File: config.mk
export PLATFORM = sky130hd
export DESIGN_NAME = word_port_ctrl
export DESIGN_NICKNAME = d
export VERILOG_FILES = /design/src/hdl/word_buffer.v /design/src/hdl/bit_sync.v /design/src/hdl/word_port_ctrl.v
export VERILOG_INCLUDE_DIRS = /design/src /design/src/common
export SDC_FILE = /design/constraint.sdc
export NUM_CORES = 1
export LEC_CHECK = 0
export ABC_AREA = 1
export BUFFER_PORTS_ARGS = -buffer_cell sky130_fd_sc_hd__buf_2
export CORE_AREA = 2 2 115 117
export CTS_BUF_LIST = sky130_fd_sc_hd__clkbuf_4 sky130_fd_sc_hd__clkbuf_8
export DETAILED_ROUTE_END_ITERATION = 16
export DIE_AREA = 0 0 117 119
export PLACE_DENSITY = 0.91
export SLEW_MARGIN = 20
export SYNTH_ARGS = -nofsm -noshare
export SYNTH_HDL_FRONTEND = slang
export SYNTH_HIERARCHICAL = 1
export SYNTH_SLANG_ARGS = --single-unit
File: constraint.sdc
create_clock -name aclk -period 3.1 [get_ports aclk]
set_input_delay 0.155 -clock aclk [delete_from_list [all_inputs] [get_ports aclk]]
set_output_delay 0.155 -clock aclk [all_outputs]
set_load 0.01 [all_outputs]
File: src/common/word_port_defs.vh
// Purpose: Shared constants for the parallel word port control block.
// Assumes: AXI4-Lite register access with 32-bit data, byte addresses.
// Notes: Offsets are byte addresses of aligned words.
`ifndef WORD_PORT_DEFS_VH
`define WORD_PORT_DEFS_VH
`define CTRL_OFFSET 8'h00
`define STATUS_OFFSET 8'h04
`define TXWORD_OFFSET 8'h08
`define RXWORD_OFFSET 8'h0C
`define CTRL_BIT_ORDER 0
`define CTRL_SQUELCH_N 1
`define CTRL_LOOPBACK_N 2
`define CTRL_SLICE_MODE 3
`define CTRL_WIDTH16 4
`define CTRL_REF_SEL 5
`define CTRL_RESET 32'h0000_0036
`define STAT_TX_VALID 0
`define STAT_TX_OVERRUN 1
`define STAT_REF_FROM_WORDCLK 2
`define STAT_SLICE_PROP 3
`define AXI_RESP_OKAY 2'h0
`define AXI_RESP_DECERR 2'h3
`endif

File: src/hdl/word_buffer.v
// Purpose: Two-entry valid/ready buffer in the word path.
// Assumes: Single clock, synchronous active-low reset.
// Notes: Depth is fixed at two so a short stall loses no word.
`timescale 1ns/1ps
module word_buffer #(
   parameter WIDTH = 16
) (
   input wire aclk, // Clock.
   input wire aresetn, // Synchronous reset, active low.
   input wire in_valid, // Word offered.
   output wire in_ready, // Space available.
   input wire [WIDTH-1:0] in_data, // Word in.
   output wire out_valid, // Word available.
   input wire out_ready, // Drain accepts.
   output wire [WIDTH-1:0] out_data // Word out.
);
   reg [WIDTH-1:0] mem_r [0:1];
   reg wr_ptr_r;
   reg rd_ptr_r;
   reg [1:0] count_r;
   wire push;
   wire pop;
   assign in_ready = (count_r != 2'h2);
   assign out_valid = (count_r != 2'h0);
   assign out_data = mem_r[rd_ptr_r];
   assign push = in_valid && in_ready;
   assign pop = out_valid && out_ready;
   always @(posedge aclk) begin
      if (!aresetn) begin
         wr_ptr_r <= 1'b0;
         rd_ptr_r <= 1'b0;
         count_r <= 2'h0;
      end else begin
         if (push) begin
            wr_ptr_r <= ~wr_ptr_r;
         end
         if (pop) begin
            rd_ptr_r <= ~rd_ptr_r;
         end
         if (push && !pop) begin
            count_r <= count_r + 2'h1;
         end else if (pop && !push) begin
            count_r <= count_r - 2'h1;
         end
      end
   end
   always @(posedge aclk) begin
      if (push) begin
         mem_r[wr_ptr_r] <= in_data;
      end
   end
endmodule

File: src/hdl/bit_sync.v
// Purpose: Two-flop synchroniser for levels from outside the clock domain.
// Assumes: Inputs change slowly relative to aclk.
// Notes: The first stage feeds only the second stage.
`timescale 1ns/1ps
module bit_sync #(
   parameter WIDTH = 1
) (
   input wire aclk, // Clock.
   input wire aresetn, // Synchronous reset, active low.
   input wire [WIDTH-1:0] d, // Asynchronous input.
   output reg [WIDTH-1:0] q // Synchronised output.
);
   reg [WIDTH-1:0] meta_r;
   always @(posedge aclk) begin
      if (!aresetn) begin
         meta_r <= {WIDTH{1'b0}};
         q <= {WIDTH{1'b0}};
      end else begin
         meta_r <= d;
         q <= meta_r;
      end
   end
endmodule

File: src/hdl/word_port_ctrl.v
// Purpose: Parallel word side control: receive bit order and squelch, transmit capture.
// Assumes: AXI4-Lite slave on aclk; the word clock and transmit word arrive asynchronously.
// Notes: Word clock edges are found by oversampling, so it must run well below aclk/2.
//
// Our own choices: the register addresses and the AXI4-Lite interface to the registers.
`timescale 1ns/1ps
`include "word_port_defs.vh"
// Overview of operation
// Order select low: first serial bit lands on lane 0, ascending.
// Order select high: first serial bit lands on top lane, descending.
// Squelch low forces the whole receive word to zero.
// Squelch is ignored while diagnostic loopback is active (low).
// Squelch resets high, so output is unsquelched by default.
// Slice mode 0 selects absolute, 1 selects proportional adjustment.
// Transmit word is sampled on the rising edge of the word clock.
// Reference select low uses the word clock as reference clock.
// Width select picks 4-bit or 16-bit words on both buses.
// Squelch applies to whole words, never partially zeroed words.
module word_port_ctrl #(
   parameter WIDTH = 16
) (
   input wire aclk, // Clock, 100 MHz.
   input wire aresetn, // Synchronous reset, active low.
   input wire [7:0] s_axi_awaddr, // Write address.
   input wire s_axi_awvalid, // Write address valid.
   output reg s_axi_awready, // Write address ready.
   input wire [31:0] s_axi_wdata, // Write data.
   input wire [3:0] s_axi_wstrb, // Write strobes.
   input wire s_axi_wvalid, // Write data valid.
   output reg s_axi_wready, // Write data ready.
   output reg [1:0] s_axi_bresp, // Write response.
   output reg s_axi_bvalid, // Write response valid.
   input wire s_axi_bready, // Write response ready.
   input wire [7:0] s_axi_araddr, // Read address.
   input wire s_axi_arvalid, // Read address valid.
   output reg s_axi_arready, // Read address ready.
   output reg [31:0] s_axi_rdata, // Read data.
   output reg [1:0] s_axi_rresp, // Read response.
   output reg s_axi_rvalid, // Read data valid.
   input wire s_axi_rready, // Read data ready.
   input wire rx_bit_valid, // Recovered serial bit strobe, same clock.
   input wire rx_bit, // Recovered serial bit, same clock.
   output reg [WIDTH-1:0] rx_word_out, // Parallel receive word.
   output reg rx_word_valid, // Pulse when rx_word_out updates.
   input wire tx_word_clock_in, // Framer word clock, asynchronous.
   input wire [WIDTH-1:0] tx_word_in, // Framer transmit word, asynchronous.
   output reg [WIDTH-1:0] tx_word_out, // Captured word toward serializer.
   output reg tx_word_valid, // Word held for serializer.
   input wire tx_word_ready, // Serializer takes word.
   output reg ref_from_word_clock, // Reference taken from word clock.
   output reg slice_proportional // Slice adjustment mode.
);
   localparam [4:0] BITS_WIDE = 5'h10;
   localparam [4:0] BITS_NARROW = 5'h04;
   reg [31:0] ctrl_r;
   reg tx_overrun_r;
   reg [WIDTH-1:0] shift_r;
   reg [4:0] bit_cnt_r;
   reg clk_prev_r;
   reg [WIDTH-1:0] tx_data_r;
   reg capture_r;
   reg aw_held_r;
   reg w_held_r;
   reg [7:0] awaddr_r;
   reg [31:0] wdata_r;
   reg [3:0] wstrb_r;
   wire [WIDTH:0] sync_q;
   wire wclk_s;
   wire [WIDTH-1:0] tx_in_s;
   wire buf_in_ready;
   wire buf_out_valid;
   wire [WIDTH-1:0] buf_out_data;
   wire width16;
   wire [4:0] word_bits;
   wire squelch_active;
   wire [WIDTH-1:0] shift_nxt;
   wire [WIDTH-1:0] rx_word_nxt;
   wire [31:0] ctrl_nxt;
   wire [31:0] status;
   wire wr_fire;
   integer i;

   function [31:0] merge_strb;
      input [31:0] old;
      input [31:0] data;
      input [3:0] strb;
      integer k;
      begin
         merge_strb = old;
         for (k = 0; k < 4; k = k + 1) begin
            if (strb[k]) begin
               merge_strb[k*8 +: 8] = data[k*8 +: 8];
            end
         end
      end
   endfunction

   // Only the four aligned words answer; any other address gets a decode error.
   function addr_mapped;
      input [7:0] a;
      begin
         if (a == `CTRL_OFFSET || a == `STATUS_OFFSET) begin
            addr_mapped = 1'b1;
         end else if (a == `TXWORD_OFFSET || a == `RXWORD_OFFSET) begin
            addr_mapped = 1'b1;
         end else begin
            addr_mapped = 1'b0;
         end
      end
   endfunction

   // Clock and word travel through two flops together; the word is read from the same sample that shows the edge.
   bit_sync #(.WIDTH(WIDTH + 1)) u_sync (
      .aclk(aclk),
      .aresetn(aresetn),
      .d({tx_word_clock_in, tx_word_in}),
      .q(sync_q)
   );
   assign wclk_s = sync_q[WIDTH];
   assign tx_in_s = sync_q[WIDTH-1:0];

   assign width16 = ctrl_r[`CTRL_WIDTH16];
   assign word_bits = width16 ? BITS_WIDE : BITS_NARROW;
   // Loopback low overrides squelch.
   assign squelch_active = !ctrl_r[`CTRL_SQUELCH_N] && ctrl_r[`CTRL_LOOPBACK_N];

   // Shifting toward the top puts the first bit on the top active lane; toward lane 0 puts it on lane 0 at 16-bit width, lane WIDTH-4 at 4-bit width.
   assign shift_nxt = ctrl_r[`CTRL_BIT_ORDER] ?
      {shift_r[WIDTH-2:0], rx_bit} :
      {rx_bit, shift_r[WIDTH-1:1]};

   // Low order with 4-bit width: the first bit sits in lane WIDTH-4 and must move down to lane 0.
   genvar g;
   generate
      for (g = 0; g < WIDTH; g = g + 1) begin : g_lane
         if (g < 4) begin : g_low
            assign rx_word_nxt[g] = squelch_active ? 1'b0 :
               (!width16 && !ctrl_r[`CTRL_BIT_ORDER]) ? shift_nxt[WIDTH-4+g] : shift_nxt[g];
         end else begin : g_high
            assign rx_word_nxt[g] = (squelch_active || !width16) ? 1'b0 : shift_nxt[g];
         end
      end
   endgenerate

   // The bit counter is not cleared on a width change; a drop to 4-bit width with the count above 3 runs it to 31 and wraps before a word completes.
   always @(posedge aclk) begin
      if (!aresetn) begin
         shift_r <= {WIDTH{1'b0}};
         bit_cnt_r <= 5'h00;
         rx_word_out <= {WIDTH{1'b0}};
         rx_word_valid <= 1'b0;
      end else begin
         rx_word_valid <= 1'b0;
         if (rx_bit_valid) begin
            shift_r <= shift_nxt;
            if (bit_cnt_r == word_bits - 5'h01) begin
               bit_cnt_r <= 5'h00;
               // Squelch is sampled once per completed word.
               rx_word_out <= rx_word_nxt;
               rx_word_valid <= 1'b1;
            end else begin
               bit_cnt_r <= bit_cnt_r + 5'h01;
            end
         end
      end
   end

   // Transmit capture on rising word clock edges, buffered toward the serializer.
   always @(posedge aclk) begin
      if (!aresetn) begin
         clk_prev_r <= 1'b0;
         capture_r <= 1'b0;
         tx_data_r <= {WIDTH{1'b0}};
         tx_overrun_r <= 1'b0;
      end else begin
         clk_prev_r <= wclk_s;
         capture_r <= 1'b0;
         if (wclk_s && !clk_prev_r) begin
            tx_data_r <= width16 ? tx_in_s : {{(WIDTH-4){1'b0}}, tx_in_s[3:0]};
            capture_r <= 1'b1;
         end
         // A word arriving with the buffer full is lost and flagged; the flag sets over a clear.
         if (capture_r && !buf_in_ready) begin
            tx_overrun_r <= 1'b1;
         end else if (wr_fire && awaddr_r == `STATUS_OFFSET && wdata_r[`STAT_TX_OVERRUN]) begin
            tx_overrun_r <= 1'b0;
         end
      end
   end

   // The buffer sits between capture and the output stage so a short serializer stall costs no word.
   word_buffer #(.WIDTH(WIDTH)) u_buf (
      .aclk(aclk),
      .aresetn(aresetn),
      .in_valid(capture_r),
      .in_ready(buf_in_ready),
      .in_data(tx_data_r),
      .out_valid(buf_out_valid),
      .out_ready(!tx_word_valid || tx_word_ready),
      .out_data(buf_out_data)
   );

   // Holding the word here keeps the output a plain flop while the buffer absorbs the stall.
   always @(posedge aclk) begin
      if (!aresetn) begin
         tx_word_out <= {WIDTH{1'b0}};
         tx_word_valid <= 1'b0;
         ref_from_word_clock <= 1'b0;
         slice_proportional <= 1'b0;
      end else begin
         if (!tx_word_valid || tx_word_ready) begin
            tx_word_valid <= buf_out_valid;
            if (buf_out_valid) begin
               tx_word_out <= buf_out_data;
            end
         end
         ref_from_word_clock <= !ctrl_r[`CTRL_REF_SEL];
         slice_proportional <= ctrl_r[`CTRL_SLICE_MODE];
      end
   end

   // AXI4-Lite write: address and data taken in either order, response after both.
   // Readies pulse every other cycle while idle, so a master must hold valid until it sees ready.
   assign wr_fire = aw_held_r && w_held_r && !s_axi_bvalid;
   assign ctrl_nxt = merge_strb(ctrl_r, wdata_r, wstrb_r) & 32'h0000_003F;

   always @(posedge aclk) begin
      if (!aresetn) begin
         ctrl_r <= `CTRL_RESET;
         aw_held_r <= 1'b0;
         w_held_r <= 1'b0;
         awaddr_r <= 8'h00;
         wdata_r <= 32'h0000_0000;
         wstrb_r <= 4'h0;
         s_axi_awready <= 1'b0;
         s_axi_wready <= 1'b0;
         s_axi_bvalid <= 1'b0;
         s_axi_bresp <= `AXI_RESP_OKAY;
      end else begin
         s_axi_awready <= !aw_held_r && !s_axi_awready && !s_axi_bvalid;
         s_axi_wready <= !w_held_r && !s_axi_wready && !s_axi_bvalid;
         if (s_axi_awvalid && s_axi_awready) begin
            aw_held_r <= 1'b1;
            awaddr_r <= s_axi_awaddr;
            s_axi_awready <= 1'b0;
         end
         if (s_axi_wvalid && s_axi_wready) begin
            w_held_r <= 1'b1;
            wdata_r <= s_axi_wdata;
            wstrb_r <= s_axi_wstrb;
            s_axi_wready <= 1'b0;
         end
         if (wr_fire) begin
            aw_held_r <= 1'b0;
            w_held_r <= 1'b0;
            s_axi_bvalid <= 1'b1;
            if (awaddr_r == `CTRL_OFFSET) begin
               ctrl_r <= ctrl_nxt;
               s_axi_bresp <= `AXI_RESP_OKAY;
            end else if (addr_mapped(awaddr_r)) begin
               s_axi_bresp <= `AXI_RESP_OKAY;
            end else begin
               s_axi_bresp <= `AXI_RESP_DECERR;
            end
         end else if (s_axi_bvalid && s_axi_bready) begin
            s_axi_bvalid <= 1'b0;
         end
      end
   end

   assign status = {28'h0000000, slice_proportional, ref_from_word_clock, tx_overrun_r, tx_word_valid};

   // Read data follows one cycle after the address is taken; a new address waits for the data to go.
   always @(posedge aclk) begin
      if (!aresetn) begin
         s_axi_arready <= 1'b0;
         s_axi_rvalid <= 1'b0;
         s_axi_rdata <= 32'h0000_0000;
         s_axi_rresp <= `AXI_RESP_OKAY;
      end else begin
         s_axi_arready <= !s_axi_arready && !s_axi_rvalid;
         if (s_axi_arvalid && s_axi_arready) begin
            s_axi_arready <= 1'b0;
            s_axi_rvalid <= 1'b1;
            s_axi_rresp <= `AXI_RESP_OKAY;
            s_axi_rdata <= 32'h0000_0000;
            if (s_axi_araddr == `CTRL_OFFSET) begin
               s_axi_rdata <= ctrl_r;
            end else if (s_axi_araddr == `STATUS_OFFSET) begin
               s_axi_rdata <= status;
            end else if (s_axi_araddr == `TXWORD_OFFSET) begin
               for (i = 0; i < WIDTH; i = i + 1) begin
                  s_axi_rdata[i] <= tx_word_out[i];
               end
            end else if (s_axi_araddr == `RXWORD_OFFSET) begin
               for (i = 0; i < WIDTH; i = i + 1) begin
                  s_axi_rdata[i] <= rx_word_out[i];
               end
            end else if (!addr_mapped(s_axi_araddr)) begin
               s_axi_rresp <= `AXI_RESP_DECERR;
            end
         end else if (s_axi_rvalid && s_axi_rready) begin
            s_axi_rvalid <= 1'b0;
         end
      end
   end
endmodule

==> reports/metrics.cfg <==
[die]
num_io_pins = 156
dieArea_um2 = 13900
core_um2 = 12900
start_util_pct = 58.1
die_w_um = 117
rows = 42
die_h_um = 119

[synth]
ys_seq_area_share_pct = 56.0
ys_ff_latch = 193
ys_warn_count = 6
avgSynthCellArea_um2 = 8.67
ys_types = 46
syn_inst = 862
syn-cell-area_um2 = 7480

[final_layout]
finalNetCount = 1076
final_common_cell = nand2_1
mostFrequentLayoutCells = nand2_1 (168), dfxtp_1 (161), nor2_1 (110)
area_growth_pct = 17.9
n_antenna_cell = 0
utilization_pct = 68.5
drive_gt1_share_pct = 18.6

[clocking]
clkLatencyLatePin_ps = 460
cts_max_level = 4
cts_tree = yes
cts_buffers = 17
cts_root_buf = clkbuf_8
clockBufferDepth = 2
cts.sinks = 193
clkTransAtPathRegs_ps = 90

[setup_path]
cp_slowest_stage_delay_ps = 580
critical_path.top_delay_family = simple AND/OR/NAND/NOR gates
path_class = register to register
worstSetupPathDepth = 6
crit_required_ps = 3450
endpoint_kind = register
arrival_ps = 2250
crit_slowest_cell = inv_1
path_cells = nand2_1 > inv_1 > nand2_1 > nor2_1 > nand2_1 > a21oi_1
cp_common_cell = nand2_1
reg2reg_depth = 6
worstSetupStartpointType = register
crit_fanout = 19
cp_num_buf_inv = 1

[global_route]
grt_pass1_wl_um = 26800
grt_max_degree = 57
grt.overflow.total = 0
grt_pass1_vias = 5741
antenna_found_initial = 0
grtUsageTotal_pct = 24.6

[power_and_ir_drop]
ir_drop_v = 0.000287
p_leak_nw = 4.08
power_mw = 5.73
p_per_area_nw_per_um2 = 650

[hold_path]
hold_depth = 3
hold_path.class = primary input to register

[placement]
gp_congestion = 0.909
dp_hpwl_um = 10700
port-buffer-count = 110

[timing]
maxSlewViolCount = 0
period_needed_ps = 1900
finalClockSkew_ps = 9.99
timing.hold.ws_ps = 32.2
fin_setup_tns_ps = 0
max_slew_margin_pct = 37.4
worstMarginPinSlew_ps = 937
fmax_mhz = 526
rsz0062_at_grt = false
finalSetupViolCount = 0
final.period_utilization_pct = 61.3
finalHoldViolations = 0

[routing]
num_vias = 6262
vias_per_cell = 5.29
postRouteAntennaNets = 0
first_pass_iters = 6
wl_per_cell_um = 14.4
wl_um = 17000
first_iter_violations = 704
drc_errors = 0

[run]
maxCapViolations = 0

[outcome]
status = completed

## layout make-up
class / instances / area [µm²]
inverters: 81 / 304
fillers: 933 / 4060
well taps: 176 / 220
repair buffers: 150 / 936
multi-input cells: 552 / 2710
clock buffers: 19 / 262
flip-flops and latches: 193 / 4180
clock inverters: 13 / 204
## state kept, by name, summed over array words and instances (netlist names), 2 cells and up, named ones only
register / flops
u_buf/mem_r: 32
u_sync/meta_r: 17
u_sync/q: 17
rx_word_out: 16
s_axi_rdata: 16
shift_r: 16
tx_data_r: 16
tx_word_out: 16
awaddr_r: 8
ctrl_r: 6
wdata_r: 6
bit_cnt_r: 5
u_buf/count_r: 2
## timing repair
item	in CTS	in global routing
endpoints found under the hold margin	33	0
setup buffers	0	0
setup endpoints to repair	0	0
resized for setup	0	0
hold buffers	33	0
## worst paths after layout
path	startpoint	endpoint	slack, ps
setup / recovery	s_axi_arready	s_axi_rdata[0]	1200
setup reg to reg	s_axi_arready	s_axi_rdata[0]	1200
hold / removal	s_axi_wstrb[0]	wstrb_r[0]	30
hold reg to reg	u_sync/meta_r[15]	u_sync/q[15]	410
## worst min-delay path, delay by kind of cell
family,cells,cell delay [ps]
AOI/OAI and AO/OA,2,220
buffers and inverters,1,80
## synthesized netlist by cell type (all sizes together)
| cell type | instances | area [µm²] |
|---|---|---|
| nand2 | 174 | 668 |
| dfxtp | 161 | 3220 |
| nor2 | 114 | 457 |
| inv | 78 | 293 |
| nand3 | 77 | 403 |
| o21ai | 74 | 374 |
| buf | 40 | 297 |
| a21oi | 37 | 193 |
| edfxtp | 32 | 961 |
| mux2 | 16 | 218 |
| clkbuf | 11 | 42.5 |
| nor3 | 8 | 62.6 |
| o31ai | 8 | 60.1 |
| nand4 | 4 | 25.0 |
| o211ai | 4 | 30.0 |
| or2 | 4 | 25.0 |
| clkinv | 3 | 11.3 |
| o21bai | 3 | 22.5 |
| xor2 | 3 | 26.3 |
| a31oi | 2 | 12.5 |
| ha | 2 | 25.0 |
| nor4 | 2 | 12.5 |
| a31o | 1 | 8.76 |
| conb | 1 | 3.75 |
| nand3b | 1 | 7.51 |
| nor3b | 1 | 7.51 |
| o21a | 1 | 7.51 |
## cell families after synthesis
family,after synthesis,synth area share (%)
simple gates,385,22.3
flops,193,56.0
buf+inv,132,8.60
compound gates,130,9.47
mux,16,2.91
xor+xnor,3,0.352
fa+ha+maj,2,0.335
other cells,1,0.0502
## power by group
group | switching, mW | internal (mW) | total, mW | leakage [nW]
Sequential | 0.213 | 2.73 | 2.95 | 1.62
Combinational | 0.544 | 0.382 | 0.926 | 2.22
Clock | 0.853 | 1.00 | 1.86 | 0.233
## stage by stage
| step | setup WS (ps) | std cells | instance area, µm² |
|---|---|---|---|
| 6_report | 1200 | 1184 | 8810 |
| 3_3_place_gp | 1240 | 1119 | 8020 |
| 4_1_cts | 1290 | 1184 | 8810 |
| 2_1_floorplan | 1460 | 877 | 7530 |
| 5_1_grt | 1050 | 1184 | 8810 |
| 3_5_place_dp | 1190 | 1119 | 8020 |
## metal layers
| layer | wire, µm | track usage, % | vias to the layer above |
|---|---|---|---|
| met2 | 8110 | 41.1 | 309 |
| met5 | 0 | 0 | - |
| met3 | 1180 | 4.73 | 76 |
| met4 | 867 | 14.4 | 0 |
| met1 | 6870 | 29.1 | 2845 |
| li1 | - | - | 3032 |
Power figures use the tool's default switching activity.
